### src/core/owdp_regs.svh
// constants of the one-wire debug port: frame layout, calibration and break timing
`ifndef OWDP_REGS_SVH
`define OWDP_REGS_SVH

// ----------------------------------------
// character framing
// ----------------------------------------
`define OWDP_DATA_BITS 8
`define OWDP_LAST_IDX 4'h9
`define OWDP_STOP_IDX 4'h9

// ----------------------------------------
// baud detection and breaks
// ----------------------------------------
`define OWDP_CAL_LOW_BITS 8
`define OWDP_CAL_SHIFT 3
`define OWDP_MIN_DIV 512
`define OWDP_CAL_MAX_CNT 16'h1000
`define OWDP_BREAK_RX_BITS 9
`define OWDP_BREAK_TX_BITS 40
`define OWDP_BIT_W 10
`define OWDP_CNT_W 16

// ----------------------------------------
// buffering
// ----------------------------------------
`define OWDP_FIFO_DEPTH 32

`endif

### src/core/owdp_pkg.sv
// types of the one-wire debug port
package owdp_pkg;

    // link sequencer states, one-hot
    typedef enum logic [6:0] {
        LS_UNCAL = 7'h01, // waiting for calibration character
        LS_CAL = 7'h02, // measuring low period
        LS_READY = 7'h04, // calibrated and idle
        LS_RX = 7'h08, // receiving a character
        LS_TX = 7'h10, // sending a character
        LS_ERR = 7'h20, // sending break back
        LS_WAIT_HI = 7'h40 // waiting for the line to rise
    } link_state_e;

endpackage

### src/core/owdp_sync2.sv
// two flip-flop synchroniser for the debug line
`timescale 1ns/1ps
module owdp_sync2 (
    input wire logic i_clk, // system clock
    input wire logic i_d, // asynchronous level
    output logic o_q // synchronised level
);

    logic meta_reg; // first stage, read only by the second
    logic q_reg; // second stage

    // ----------------------------------------
    // no reset: the line must stay live during reset for strap capture
    // ----------------------------------------
    always_ff @(posedge i_clk) begin
        meta_reg <= i_d;
        q_reg <= meta_reg;
    end

    assign o_q = q_reg;

endmodule

### src/core/owdp_fifo.sv
// transmit byte fifo with valid and ready on both sides
`timescale 1ns/1ps
module owdp_fifo #(
    parameter int W = 8, // word width
    parameter int DEPTH = 32 // number of words
) (
    input wire logic i_clk, // system clock
    input wire logic i_rst_n, // synchronous reset, active low
    input wire logic i_in_valid, // write request
    input wire logic [W-1:0] i_in_data, // write data
    output logic o_in_ready, // room for a word
    output logic o_out_valid, // a word is waiting
    output logic [W-1:0] o_out_data, // oldest word
    input wire logic i_out_ready // drain side takes the word
);

    localparam int AW = $clog2(DEPTH);

    logic [W-1:0] mem [DEPTH]; // storage
    logic [AW-1:0] wr_ptr_reg; // write pointer
    logic [AW-1:0] rd_ptr_reg; // read pointer
    logic [AW:0] count_reg; // words held
    logic [AW:0] count_next; // words held next
    logic in_ready_reg; // registered not-full
    logic push; // word written this cycle
    logic pop; // word read this cycle

    assign push = i_in_valid && in_ready_reg;
    assign pop = o_out_valid && i_out_ready;
    assign count_next = count_reg + (AW+1)'(push) - (AW+1)'(pop);

    // ----------------------------------------
    // storage write
    // ----------------------------------------
    always_ff @(posedge i_clk) begin
        if (push) begin
            mem[wr_ptr_reg] <= i_in_data;
        end
    end

    // ----------------------------------------
    // pointers and fill level
    // ----------------------------------------
    always_ff @(posedge i_clk) begin
        if (!i_rst_n) begin
            wr_ptr_reg <= '0;
            rd_ptr_reg <= '0;
            count_reg <= '0;
            in_ready_reg <= 1'b0;
        end else begin
            wr_ptr_reg <= wr_ptr_reg + AW'(push);
            rd_ptr_reg <= rd_ptr_reg + AW'(pop);
            count_reg <= count_next;
            in_ready_reg <= (count_next != (AW+1)'(DEPTH));
        end
    end

    assign o_in_ready = in_ready_reg;
    assign o_out_valid = (count_reg != '0);
    assign o_out_data = mem[rd_ptr_reg];

endmodule

### src/core/one_wire_debug_port_control.sv
// one-wire debug port: serial link, baud detection, debug mode control
`timescale 1ns/1ps
`include "owdp_regs.svh"
module one_wire_debug_port_control #(
    parameter int FIFO_DEPTH = `OWDP_FIFO_DEPTH // transmit buffer depth
) (
    input wire logic i_clk, // system clock, 25 MHz
    input wire logic i_rst_n, // system reset, sync, active low
    input wire logic i_dbg_line, // debug line level from pad
    output logic o_dbg_out, // debug line output value, always low
    output logic o_dbg_oe_n, // low while pulling the line low
    input wire logic i_brk, // breakpoint instruction decoded
    input wire logic i_brk_en, // breakpoints enabled
    input wire logic i_mode_clr, // debug active bit written to zero
    input wire logic i_stop_mode, // device in deep-sleep stop
    input wire logic i_halt_mode, // device in halt
    input wire logic i_wdt_en, // watchdog enabled
    input wire logic i_tx_valid, // byte to send
    input wire logic [7:0] i_tx_data, // byte value
    output logic o_tx_ready, // transmit buffer has room
    output logic o_rx_valid, // received byte, one-cycle pulse
    output logic [7:0] o_rx_data, // received byte value
    output logic o_rx_error, // break, framing or collision pulse
    output logic o_calibrated, // baud rate measured
    output logic o_debug_active, // debug mode
    output logic o_fetch_stop, // halt instruction fetch
    output logic o_clk_keep, // keep clock running
    output logic o_periph_keep, // keep peripherals running
    output logic o_halt_exit, // leave halt
    output logic o_wdt_refresh, // refresh watchdog
    output logic o_sys_reset_req // request system reset
);

    // ----------------------------------------
    // declarations
    // ----------------------------------------
    owdp_pkg::link_state_e state_reg; // link sequencer
    logic line_s; // synchronised line
    logic [`OWDP_CNT_W-1:0] cnt_reg; // bit timer
    logic [`OWDP_CNT_W-1:0] low_cnt_reg; // consecutive low cycles
    logic [`OWDP_BIT_W-1:0] bit_len_reg; // cycles per bit
    logic [3:0] idx_reg; // bit index in frame
    logic [9:0] tx_shift_reg; // outgoing frame
    logic [7:0] rx_shift_reg; // incoming bits
    logic [`OWDP_CNT_W-1:0] half_len; // half a bit
    logic [`OWDP_CNT_W-1:0] brk_rx_len; // nine bit times
    logic [`OWDP_CNT_W-1:0] brk_tx_len; // forty bit times
    logic [`OWDP_CNT_W-1:0] cal_len; // measured bit length
    logic brk_det; // host break seen
    logic fifo_valid; // byte waiting to send
    logic [7:0] fifo_data; // byte to send
    logic tx_take; // pop a byte into the shifter
    logic strap_reg; // line level in reset
    logic in_rst_reg; // previous cycle was in reset

    assign half_len = `OWDP_CNT_W'(bit_len_reg >> 1);
    assign brk_rx_len = `OWDP_CNT_W'(bit_len_reg * `OWDP_BREAK_RX_BITS);
    assign brk_tx_len = `OWDP_CNT_W'(bit_len_reg * `OWDP_BREAK_TX_BITS);
    assign cal_len = cnt_reg >> `OWDP_CAL_SHIFT;
    // a zero byte is exactly nine low bit times, so a break must outlast that
    assign brk_det = (low_cnt_reg > brk_rx_len);
    assign tx_take = (state_reg == owdp_pkg::LS_READY) && line_s && !brk_det && fifo_valid;

    // ----------------------------------------
    // line synchroniser and transmit buffer
    // ----------------------------------------
    owdp_sync2 u_sync (
        .i_clk(i_clk),
        .i_d(i_dbg_line),
        .o_q(line_s)
    );

    owdp_fifo #(
        .W(8),
        .DEPTH(FIFO_DEPTH)
    ) u_fifo (
        .i_clk(i_clk),
        .i_rst_n(i_rst_n),
        .i_in_valid(i_tx_valid),
        .i_in_data(i_tx_data),
        .o_in_ready(o_tx_ready),
        .o_out_valid(fifo_valid),
        .o_out_data(fifo_data),
        .i_out_ready(tx_take)
    );

    // ----------------------------------------
    // consecutive low time on the line
    // ----------------------------------------
    always_ff @(posedge i_clk) begin
        if (!i_rst_n || line_s || state_reg != owdp_pkg::LS_READY && state_reg != owdp_pkg::LS_RX) begin
            low_cnt_reg <= '0;
        end else if (low_cnt_reg != '1) begin
            low_cnt_reg <= low_cnt_reg + 1'b1;
        end
    end

    // ----------------------------------------
    // link sequencer
    // ----------------------------------------
    always_ff @(posedge i_clk) begin
        if (!i_rst_n) begin
            state_reg <= owdp_pkg::LS_UNCAL;
            cnt_reg <= '0;
            bit_len_reg <= '0;
            idx_reg <= '0;
            tx_shift_reg <= '1;
            rx_shift_reg <= '0;
            o_rx_valid <= 1'b0;
            o_rx_data <= '0;
            o_rx_error <= 1'b0;
            o_dbg_oe_n <= 1'b1;
        end else begin
            o_rx_valid <= 1'b0;
            o_rx_error <= 1'b0;
            o_dbg_oe_n <= 1'b1;
            unique case (state_reg)
                owdp_pkg::LS_UNCAL: begin
                    // idle until the line is first seen low
                    if (!line_s) begin
                        state_reg <= owdp_pkg::LS_CAL;
                        cnt_reg <= `OWDP_CNT_W'(1);
                    end
                end
                owdp_pkg::LS_CAL: begin
                    // low span of the calibration byte is eight bit times
                    if (cnt_reg > `OWDP_CAL_MAX_CNT) begin
                        state_reg <= owdp_pkg::LS_WAIT_HI;
                    end else if (line_s) begin
                        bit_len_reg <= (cal_len == '0) ? `OWDP_BIT_W'(1) : `OWDP_BIT_W'(cal_len);
                        state_reg <= owdp_pkg::LS_READY;
                    end else begin
                        cnt_reg <= cnt_reg + 1'b1;
                    end
                end
                owdp_pkg::LS_READY: begin
                    if (brk_det) begin
                        state_reg <= owdp_pkg::LS_ERR;
                        cnt_reg <= brk_tx_len;
                        o_rx_error <= 1'b1;
                    end else if (!line_s) begin
                        state_reg <= owdp_pkg::LS_RX;
                        cnt_reg <= (half_len == '0) ? `OWDP_CNT_W'(1) : half_len;
                        idx_reg <= '0;
                    end else if (tx_take) begin
                        tx_shift_reg <= {1'b1, fifo_data, 1'b0};
                        state_reg <= owdp_pkg::LS_TX;
                        cnt_reg <= `OWDP_CNT_W'(bit_len_reg);
                        idx_reg <= '0;
                    end
                end
                owdp_pkg::LS_RX: begin
                    if (brk_det) begin
                        state_reg <= owdp_pkg::LS_ERR;
                        cnt_reg <= brk_tx_len;
                        o_rx_error <= 1'b1;
                    end else if (cnt_reg > `OWDP_CNT_W'(1)) begin
                        cnt_reg <= cnt_reg - 1'b1;
                    end else if (idx_reg == '0 && line_s) begin
                        state_reg <= owdp_pkg::LS_READY;
                    end else if (idx_reg == `OWDP_STOP_IDX) begin
                        if (!line_s) begin
                            state_reg <= owdp_pkg::LS_ERR;
                            cnt_reg <= brk_tx_len;
                            o_rx_error <= 1'b1;
                        end else begin
                            state_reg <= owdp_pkg::LS_READY;
                            o_rx_valid <= 1'b1;
                            o_rx_data <= rx_shift_reg;
                        end
                    end else begin
                        if (idx_reg != '0) begin
                            rx_shift_reg <= {line_s, rx_shift_reg[7:1]};
                        end
                        idx_reg <= idx_reg + 1'b1;
                        cnt_reg <= `OWDP_CNT_W'(bit_len_reg);
                    end
                end
                owdp_pkg::LS_TX: begin
                    o_dbg_oe_n <= tx_shift_reg[0];
                    if (cnt_reg == half_len && tx_shift_reg[0] && !line_s) begin
                        state_reg <= owdp_pkg::LS_ERR;
                        cnt_reg <= brk_tx_len;
                        o_rx_error <= 1'b1;
                    end else if (cnt_reg > `OWDP_CNT_W'(1)) begin
                        cnt_reg <= cnt_reg - 1'b1;
                    end else if (idx_reg == `OWDP_LAST_IDX) begin
                        state_reg <= owdp_pkg::LS_READY;
                        o_dbg_oe_n <= 1'b1;
                    end else begin
                        tx_shift_reg <= {1'b1, tx_shift_reg[9:1]};
                        idx_reg <= idx_reg + 1'b1;
                        cnt_reg <= `OWDP_CNT_W'(bit_len_reg);
                    end
                end
                owdp_pkg::LS_ERR: begin
                    // hold the line low for four character times
                    o_dbg_oe_n <= 1'b0;
                    if (cnt_reg > `OWDP_CNT_W'(1)) begin
                        cnt_reg <= cnt_reg - 1'b1;
                    end else begin
                        // last low cycle still driven, released in wait state
                        state_reg <= owdp_pkg::LS_WAIT_HI;
                    end
                end
                owdp_pkg::LS_WAIT_HI: begin
                    // baud detector is cleared once the line is released
                    if (line_s) begin
                        state_reg <= owdp_pkg::LS_UNCAL;
                        bit_len_reg <= '0;
                    end
                end
            endcase
        end
    end

    // ----------------------------------------
    // strap capture in reset
    // ----------------------------------------
    always_ff @(posedge i_clk) begin
        in_rst_reg <= !i_rst_n;
        if (!i_rst_n) begin
            strap_reg <= line_s;
        end
    end

    // ----------------------------------------
    // debug mode flag
    // ----------------------------------------
    always_ff @(posedge i_clk) begin
        if (!i_rst_n) begin
            o_debug_active <= 1'b0;
        end else if (in_rst_reg) begin
            o_debug_active <= !strap_reg;
        end else if (i_brk && i_brk_en) begin
            o_debug_active <= 1'b1;
        end else if (i_mode_clr) begin
            o_debug_active <= 1'b0;
        end
    end

    // ----------------------------------------
    // system controls driven by debug mode, plus the stop-mode reset request and the calibrated flag
    // ----------------------------------------
    always_ff @(posedge i_clk) begin
        if (!i_rst_n) begin
            o_fetch_stop <= 1'b0;
            o_clk_keep <= 1'b0;
            o_periph_keep <= 1'b0;
            o_halt_exit <= 1'b0;
            o_wdt_refresh <= 1'b0;
            o_sys_reset_req <= 1'b0;
            o_calibrated <= 1'b0;
            o_dbg_out <= 1'b0;
        end else begin
            o_fetch_stop <= o_debug_active;
            o_clk_keep <= o_debug_active && !i_stop_mode;
            o_periph_keep <= o_debug_active && !i_stop_mode;
            o_halt_exit <= o_debug_active && i_halt_mode;
            o_wdt_refresh <= o_debug_active && i_wdt_en;
            o_sys_reset_req <= i_stop_mode && !line_s;
            o_calibrated <= (bit_len_reg != '0);
            o_dbg_out <= 1'b0;
        end
    end
endmodule

### config.mk
export PLATFORM = sky130hd
export DESIGN_NAME = one_wire_debug_port_control
export DESIGN_NICKNAME = d
export VERILOG_FILES = /design/src/core/owdp_pkg.sv /design/src/core/owdp_sync2.sv /design/src/core/owdp_fifo.sv /design/src/core/one_wire_debug_port_control.sv
export VERILOG_INCLUDE_DIRS = /design/src /design/src/core
export SDC_FILE = /design/constraint.sdc
export NUM_CORES = 1
export LEC_CHECK = 0
export ABC_AREA = 1
export BUFFER_PORTS_ARGS = -buffer_cell sky130_fd_sc_hd__clkbuf_2
export CORE_ASPECT_RATIO = 0.7
export CORE_MARGIN = 8
export CORE_UTILIZATION = 59
export CTS_CLUSTER_SIZE = 28
export DETAILED_ROUTE_END_ITERATION = 8
export PLACE_DENSITY_LB_ADDON = 0.1
export RECOVER_POWER = 25
export SETUP_SLACK_MARGIN = 0.4
export SLEW_MARGIN = 20
export SYNTH_ARGS = -nofsm -noshare
export SYNTH_HDL_FRONTEND = slang
export SYNTH_SLANG_ARGS = --single-unit
### constraint.sdc
create_clock -name i_clk -period 5.7 [get_ports i_clk]
set_input_delay 0.57 -clock i_clk [delete_from_list [all_inputs] [get_ports i_clk]]
set_output_delay 0.57 -clock i_clk [all_outputs]
set_load 0.03 [all_outputs]
==> impl_metrics.ini, run 1 <==
[grt]
grt_pass1_vias = 13562
antenna_found_initial = 0
grt_util_all_layers = 0.273
grt_pass1_wl_mm = 78.0
grt_max_degree = 68
grt-ovfl-total = 0

[pwr]
max-vdd-ir-drop_v = 0.000279
power_frac_seq = 0.495
sw_frac_of_total = 0.259
p_int_mw = 4.36
p_switching_mw = 1.53
power_density_nw_per_um2 = 300
cellLeakagePower_nw = 7.64
clkPwrFrac = 0.396
pwr-share-comb = 0.109

[placed_design]
numPortBuffers = 37
dp.cells = 2352
hpwlAfterDp_mm = 33.7
place_congestion = 1.07

[floorplanning]
dieArea_sq_um = 36600
fp-row-count = 53
fp.dieW_microns = 225
core-area_sq_um = 30100
initial_core_util = 0.600
pin_count = 39
die-height_microns = 162

[logic_synthesis]
syn_avg_cell_area_sq_um = 9.13
synth_edf_count = 257
synth-seq-cells = 365
synth_seq_area_share = 0.547
syn_nets = 2062
yosysTopAreaCell = edfxtp_1
ys_top_cells_by_count = nand2_1, nor2_1, edfxtp_1
synthArstFlopShare = 0
synthFlopType = edfxtp_1
yosysMostFrequentCell = nand2_1
synth_area_leaders = edfxtp_1, dfxtp_1, nand2_1, o21ai_0, nor2_1
synth_cell_types = 52
synth_area_sq_um = 18100
ys_warn_count = 0
netlist_instances = 1978
synth_top_area_share = 0.427

[sta]
fmax_ghz = 0.202
worst_slew_pin_slew_ns = 2.01
min_period_over_period = 0.871
worst_clock_skew_ns = 0.0263
tns_ns = 0
slew_viol_final = 242
setup_violations = 0
maxSlewHeadroom = -0.339
period_needed_ns = 4.96
hold_viol_final = 0
rsz0062_at_grt = false
fin_worst_hold_slack_ns = 0.162

[detailed_routing]
drtPass1Iterations = 6
route.met2.wl_mm = 20.3
met1_length_mm = 23.8
wirelength_mm = 50.4
drt_iter0_markers = 2003
vias_per_cell = 5.99
wl_met3_mm = 5.58
drt-wirelength-per-cell_microns = 20.8
antenna_left = 0
route.detailed.drc = 0
highest_layer = met4
via_count = 14488

[cells_and_area]
nets = 2062
finalNonFillerCells = 2417
antenna_cells = 0
syn_to_final_growth_pct = 8.70
largest_reg_flops = 256
layout-drive-gt1-share = 0.0843

[clock_network]
root_buffer = clkbuf_16
path_clk_slew_ns = 0.06
postCtsHoldBufs = 0
cts_setup_buffers = 0
clock_path_buffers = 3
clk_latency_ns = 0.54
htree_levels = 2
tritoncts = built
numClockSinks = 365
numCtsBuffers = 36

[status]
violations = max-capacitance violations, max-slew violations
outcome = finished, violations left

[critical_path]
start_kind = flop
crit_type = reg2reg
cp.arrival_ns = 5.34
setup.worst_path.end_class = flop
critPathRequiredTime_ns = 6.08
crit_fanout = 8
rrSetupSlack_ns = 0.74

[run]
max_cap_violations = 8

[min_path]
worstHoldPathType = in2reg
cell usage in the layout, fill, tap and decap left out, drive strengths merged:
| cell type | n |
|---|---|
| a2111oi | 1 |
| bufinv | 1 |
| nor4 | 3 |
| nor3b | 1 |
| a41oi | 1 |
| nor2 | 296 |
| conb | 1 |
| o21ai | 209 |
| buf | 15 |
| fa | 3 |
| o221ai | 27 |
| clkbuf | 81 |
| o22ai | 42 |
| inv | 163 |
| clkinv | 25 |
| nand4 | 40 |
| nand2 | 352 |
| ha | 63 |
| a31oi | 4 |
| dfxtp | 108 |
| a211oi | 12 |
| nand3 | 136 |
| o211ai | 10 |
| o21bai | 4 |
| nand2b | 1 |
| edfxtp | 257 |
| o31ai | 1 |
| xnor2 | 8 |
| nor3 | 15 |
| nand3b | 1 |
| clkinvlp | 1 |
| xor2 | 29 |
| and2 | 1 |
| or2 | 1 |
| a21o | 2 |
| o2111ai | 1 |
| a21oi | 89 |
per-stage QoR:
step	cell area [sq um]	utilization	setup WS [ns]	power, mW
4_1_cts	19600	0.652	0.447	5.88
5_1_grt	19600	0.652	0.415	6.08
6_report	19600	0.652	0.737	5.88
3_5_place_dp	18500	0.614	0.387	3.59
3_3_place_gp	18500	0.614	0.596	3.58
2_1_floorplan	18100	-	1.02	3.39
layer usage:
| metal | global-route usage | vias to the layer above |
|---|---|---|
| met1 | 0.431 | 6890 |
| met2 | 0.372 | 681 |
| li1 | - | 6853 |
| met3 | 0.0673 | 64 |
| met5 | 0 | - |
| met4 | 0.0587 | 0 |
path summary, 6_finish.rpt:
check / endpoint / cells past startpoint / startpoint
setup / recovery: u_fifo.o_in_ready / 27 / bit_len_reg[3]
hold / removal: u_sync.meta_reg / 1 / i_dbg_line
setup reg to reg: u_fifo.o_in_ready / 27 / bit_len_reg[3]
hold reg to reg: u_sync.o_q / 0 / u_sync.meta_reg
cell type report:
class / instances / area (sq um)
fill: 2544 / 10500
sequential: 365 / 9890
multi-input combinational: 1354 / 7160
clock buffer: 42 / 976
inverter: 167 / 636
tap: 412 / 515
timing repair buffer: 54 / 297
clock inverter: 23 / 165
power by group through the flow:
stage / Sequential, mW / Combinational [mW] / Clock [mW]
CTS: 2.91 / 0.623 / 2.35
global placement: 2.97 / 0.611 / 0
finish: 2.91 / 0.642 / 2.33
global route: 2.92 / 0.710 / 2.45
floorplan: 2.97 / 0.411 / 0
detailed placement: 2.97 / 0.618 / 0
critical path, cell delays in order, from the launching register on:
cell and delay [ns]:
dfxtp_4 0.38, ha_1 0.31, ha_1 0.36, a21oi_1 0.14
nand2_1 0.09, a21o_1 0.17, a21oi_1 0.20, nor2_1 0.06
o21ai_0 0.16, nand2_1 0.11, xor2_1 0.16, ha_1 0.33
nand4_1 0.12, nor2_2 0.16, nand2_1 0.08, nand2_2 0.11
nand2_4 0.10, nand3_2 0.11, inv_1 0.08, ha_1 0.27
inv_1 0.04, ha_1 0.22, fa_1 0.43, a21oi_1 0.15
nor2_1 0.05, nor2_1 0.10, xor2_1 0.20, a41oi_1 0.13
cells by family after synthesis:
group                      synth area share
xor gates and xnor gates             0.0179
other                              0.000208
adders and majority gates            0.0470
and+or+nand+nor                       0.204
AOI/OAI and AO/OA                     0.126
buffers and inverters                0.0584
DFF                                   0.547
what timing repair did:
| action | 4_1_cts | 5_1_grt |
|---|---|---|
| pin swaps | 0 | 0 |
| gates resized for setup | 1 | 10 |
| endpoints found under the setup margin | 1 | 4 |
(Power assumes the default switching activity.)
==> run 2: changes to the inputs <==
--- a/config.mk
+++ b/config.mk
@@ -11,6 +11,7 @@
 export CORE_ASPECT_RATIO = 0.7
 export CORE_MARGIN = 8
 export CORE_UTILIZATION = 59
+export CTS_BUF_LIST = sky130_fd_sc_hd__clkbuf_4 sky130_fd_sc_hd__clkbuf_8
 export CTS_CLUSTER_SIZE = 28
 export DETAILED_ROUTE_END_ITERATION = 8
 export PLACE_DENSITY_LB_ADDON = 0.1
==> impl_metrics.ini, run 2 (synthesis gave the netlist of run 1 again) <==
[critical_path]
start_kind = flop
crit_type = reg2reg
slowest_delay_ns = 0.43
cp.arrival_ns = 5.42
cp_top_family = adder cells
critPathRequiredTime_ns = 6.17
crit_buf_inv = 2
slowest_stage = fa_1
crit_fanout = 8
setup.worst_path.end_class = flop
rrSetupSlack_ns = 0.76
cp_common_cell = ha_1

[detailed_routing]
route.detailed.drc = 0
drt-wirelength-per-cell_microns = 20.6
via_count = 14610
wirelength_mm = 50.3
drtPass1Iterations = 5
antenna_left = 0
vias_per_cell = 5.97
drt_iter0_markers = 1829

[sta]
setup_violations = 0
period_needed_ns = 4.94
maxSlewHeadroom = -0.345
fmax_ghz = 0.202
slew_viol_final = 243
worst_slew_pin_slew_ns = 2.02
worst_clock_skew_ns = 0.0256
min_period_over_period = 0.867
hold_viol_final = 0
rsz0062_at_grt = false
tns_ns = 0

[floorplanning]
core-area_sq_um = 30100
fp.dieW_microns = 225
initial_core_util = 0.600
die-height_microns = 162
fp-row-count = 53
pin_count = 39
dieArea_sq_um = 36600

[placed_design]
hpwlAfterDp_mm = 33.7
numPortBuffers = 37
dp.cells = 2352
place_congestion = 1.07

[pwr]
power_density_nw_per_um2 = 294
max-vdd-ir-drop_v = 0.000261
cellLeakagePower_nw = 7.66

[clock_network]
numClockSinks = 365
htree_levels = 2
clock_path_buffers = 3
cts_resized = 1
cts_setup_buffers = 0
clk_latency_ns = 0.63
numCtsBuffers = 54
tritoncts = built
path_clk_slew_ns = 0.06
postCtsHoldBufs = 0
root_buffer = clkbuf_8

[cells_and_area]
antenna_cells = 0
layout_common_cells = nand2_1, nor2_1, edfxtp_1
layout-drive-gt1-share = 0.101
nets = 2080
finalNonFillerCells = 2447
layout_commonest_cell = nand2_1
syn_to_final_growth_pct = 8.52
largest_reg_flops = 256

[grt]
grt-ovfl-total = 0
grt_util_all_layers = 0.272
antenna_found_initial = 0
grt_max_degree = 68
grt_pass1_wl_mm = 77.7
grt_pass1_vias = 13649

[run]
max_cap_violations = 7

[status]
violations = max-capacitance violations, max-slew violations
outcome = finished, violations left

[min_path]
worstHoldPathType = in2reg
-- run 2: metrics by stage --
| stage | hold WS [ns] | cell area, sq um | total power, mW | util | setup slack (ns) |
|---|---|---|---|---|---|
| global route | 0.0386 | 19600 | 5.98 | 0.651 | 0.427 |
| detailed placement | 0.314 | 18500 | 3.59 | 0.614 | 0.387 |
| global placement | 0.320 | 18500 | 3.58 | 0.614 | 0.596 |
| floorplan | 0.310 | 18100 | 3.39 | - | 1.02 |
| finish | 0.0650 | 19600 | 5.76 | 0.651 | 0.757 |
| CTS | 0.0184 | 19600 | 5.78 | 0.651 | 0.457 |
-- run 2: layout make-up --
class	count	area (sq um)
timing repair buffer	54	300
clock inverter	18	176
tap	412	515
multi-input combinational	1354	7160
inverter	167	636
sequential	365	9890
clock buffer	77	928
fill	2531	10500
-- run 2: worst paths after layout --
check	from	endpoint	cells after the start
min	i_dbg_line	u_sync.meta_reg	1
max	bit_len_reg[3]	u_fifo.o_in_ready	27
max reg2reg	bit_len_reg[3]	u_fifo.o_in_ready	27
min reg2reg	u_sync.meta_reg	u_sync.o_q	0
-- run 2: per-layer routing --
layer / track usage / share of wire / routed length [microns] / up-vias
met5: 0 / 0 / 0 / -
met4: 0.0651 / 0.016 / 828 / 0
met3: 0.0761 / 0.11 / 5610 / 81
met1: 0.424 / 0.47 / 23800 / 6938
met2: 0.367 / 0.40 / 20100 / 707
li1: - / - / - / 6884
-- run 2: where the power goes --
part           internal [mW]  switching (mW)
clock network           1.19            1.01
registers               2.89          0.0275
logic                  0.185           0.458
==> run 3: changes to the inputs <==
--- a/config.mk
+++ b/config.mk
@@ -8,7 +8,7 @@
 export LEC_CHECK = 0
 export ABC_AREA = 1
 export BUFFER_PORTS_ARGS = -buffer_cell sky130_fd_sc_hd__clkbuf_2
-export CORE_ASPECT_RATIO = 0.7
+export CORE_ASPECT_RATIO = 2
 export CORE_MARGIN = 8
 export CORE_UTILIZATION = 59
 export CTS_BUF_LIST = sky130_fd_sc_hd__clkbuf_4 sky130_fd_sc_hd__clkbuf_8
==> impl_metrics.ini, run 3 (synthesis gave the netlist of run 1 again) <==
[sta]
maxSlewHeadroom = -0.354
hold_viol_final = 0
worst_clock_skew_ns = 0.0197
rsz0062_at_grt = false
fin_worst_hold_slack_ns = 0.0745
setup_violations = 0
min_period_over_period = 0.869
worst_slew_pin_slew_ns = 2.03
period_needed_ns = 4.95
fmax_ghz = 0.202
slew_viol_final = 177
tns_ns = 0

[detailed_routing]
vias_per_cell = 6.02
wirelength_mm = 50.9
route.detailed.drc = 0
drtPass1Iterations = 6
drt_iter0_markers = 946
via_count = 14475
antenna_left = 0
drt-wirelength-per-cell_microns = 21.2

[placed_design]
place_area_sq_um = 18400
place_congestion = 0.993
hpwlAfterDp_mm = 36.2
numPortBuffers = 37

[grt]
grt-ovfl-total = 0
grt_pass1_wl_mm = 78.0
grt_util_all_layers = 0.274
grt_pass1_vias = 14518
antenna_found_initial = 1
grt_max_degree = 73

[min_path]
worstHoldPathType = in2reg

[critical_path]
crit_fanout = 8
start_kind = flop
setup.worst_path.end_class = flop
critPathRequiredTime_ns = 6.14
slowest_stage = dfxtp_1
slowest_delay_ns = 0.56
crit_type = reg2reg
cp.arrival_ns = 5.39

[cells_and_area]
syn_to_final_growth_pct = 8.55
largest_reg_flops = 256
n_fill_cell = 2573
layout-drive-gt1-share = 0.103
finalInstanceArea_sq_um = 19600
fin_util = 0.650
layout_common_cells = nand2_1, nor2_1, edfxtp_1
nets = 2078
layout_commonest_cell = nand2_1

[pwr]
pwr-share-comb = 0.110
clkPwrFrac = 0.390
cellLeakagePower_nw = 7.69
power.total_mw = 5.82
power_frac_seq = 0.500
sw_frac_of_total = 0.256
power_density_nw_per_um2 = 297
max-vdd-ir-drop_v = 0.000284
p_switching_mw = 1.49
p_int_mw = 4.33

[clock_network]
htree_levels = 2
tritoncts = built
numClockSinks = 365
numCtsBuffers = 50
cts_setup_buffers = 0
postCtsHoldBufs = 0
clk_latency_ns = 0.60
root_buffer = clkbuf_8
path_clk_slew_ns = 0.07
clock_path_buffers = 3
cts_resized = 0

[floorplanning]
pin_count = 39
fp-row-count = 90
dieArea_sq_um = 36800
core-area_sq_um = 30200
die-height_microns = 263
fp.dieW_microns = 140
initial_core_util = 0.599

[status]
violations = max-capacitance violations, max-slew violations
outcome = finished, violations left

[run]
max_cap_violations = 5
[run 3: worst paths after layout]
kind                                      start                end  slack [ns]  cells past startpoint
worst max register to register   bit_len_reg[5]  u_fifo.o_in_ready        0.75                     27
worst max-delay path             bit_len_reg[5]  u_fifo.o_in_ready        0.75                     27
worst min-delay path                 i_dbg_line    u_sync.meta_reg        0.07                      1
worst min register to register  u_sync.meta_reg         u_sync.o_q        0.34                      0
[run 3: final cells by class]
| class | instances | area (sq um) | share of cell area |
|---|---|---|---|
| Sequential cell | 365 | 9890 | 0.504 |
| Tap cell | 368 | 460 | 0.0235 |
| Inverter | 167 | 636 | 0.0324 |
| Timing Repair Buffer | 56 | 317 | 0.0161 |
| Multi-Input combinational cell | 1354 | 7150 | 0.365 |
| Clock inverter | 28 | 305 | 0.0156 |
| Clock buffer | 65 | 851 | 0.0434 |
| Antenna cell | 1 | 2.50 | 0.000128 |
[run 3: routing by layer]
layer,GRT usage,up-vias,wire (microns)
met5,0,-,0
met3,0.0335,219,2100
met4,0.223,0,4160
met1,0.243,6881,16400
met2,0.532,496,28200
li1,-,6879,-
[run 3: through the flow]
stage / std cells / setup WS, ns
2_1_floorplan: 1978 / 1.02
3_3_place_gp: 2310 / 0.619
3_5_place_dp: 2310 / 0.515
4_1_cts: 2403 / 0.487
5_1_grt: 2404 / 0.404
6_report: 2404 / 0.747
[run 3: critical path: cells and delay by family (launching register included)]
family / cells / cell delay [ns]
xor+xnor: 2 / 0.36
buf+inv: 2 / 0.14
compound gates: 5 / 0.76
fa+ha+maj: 6 / 1.89
simple gates: 12 / 1.11
flops: 1 / 0.56
[run 3: power groups by stage]
stage                     logic, mW  clock network [mW]  registers, mW
after floorplan               0.411                   0           2.97
after global placement        0.625                   0           2.97
after detailed placement      0.630                   0           2.97
after CTS                     0.635                2.29           2.91
after global routing          0.706                2.39           2.91
final                         0.643                2.27           2.91
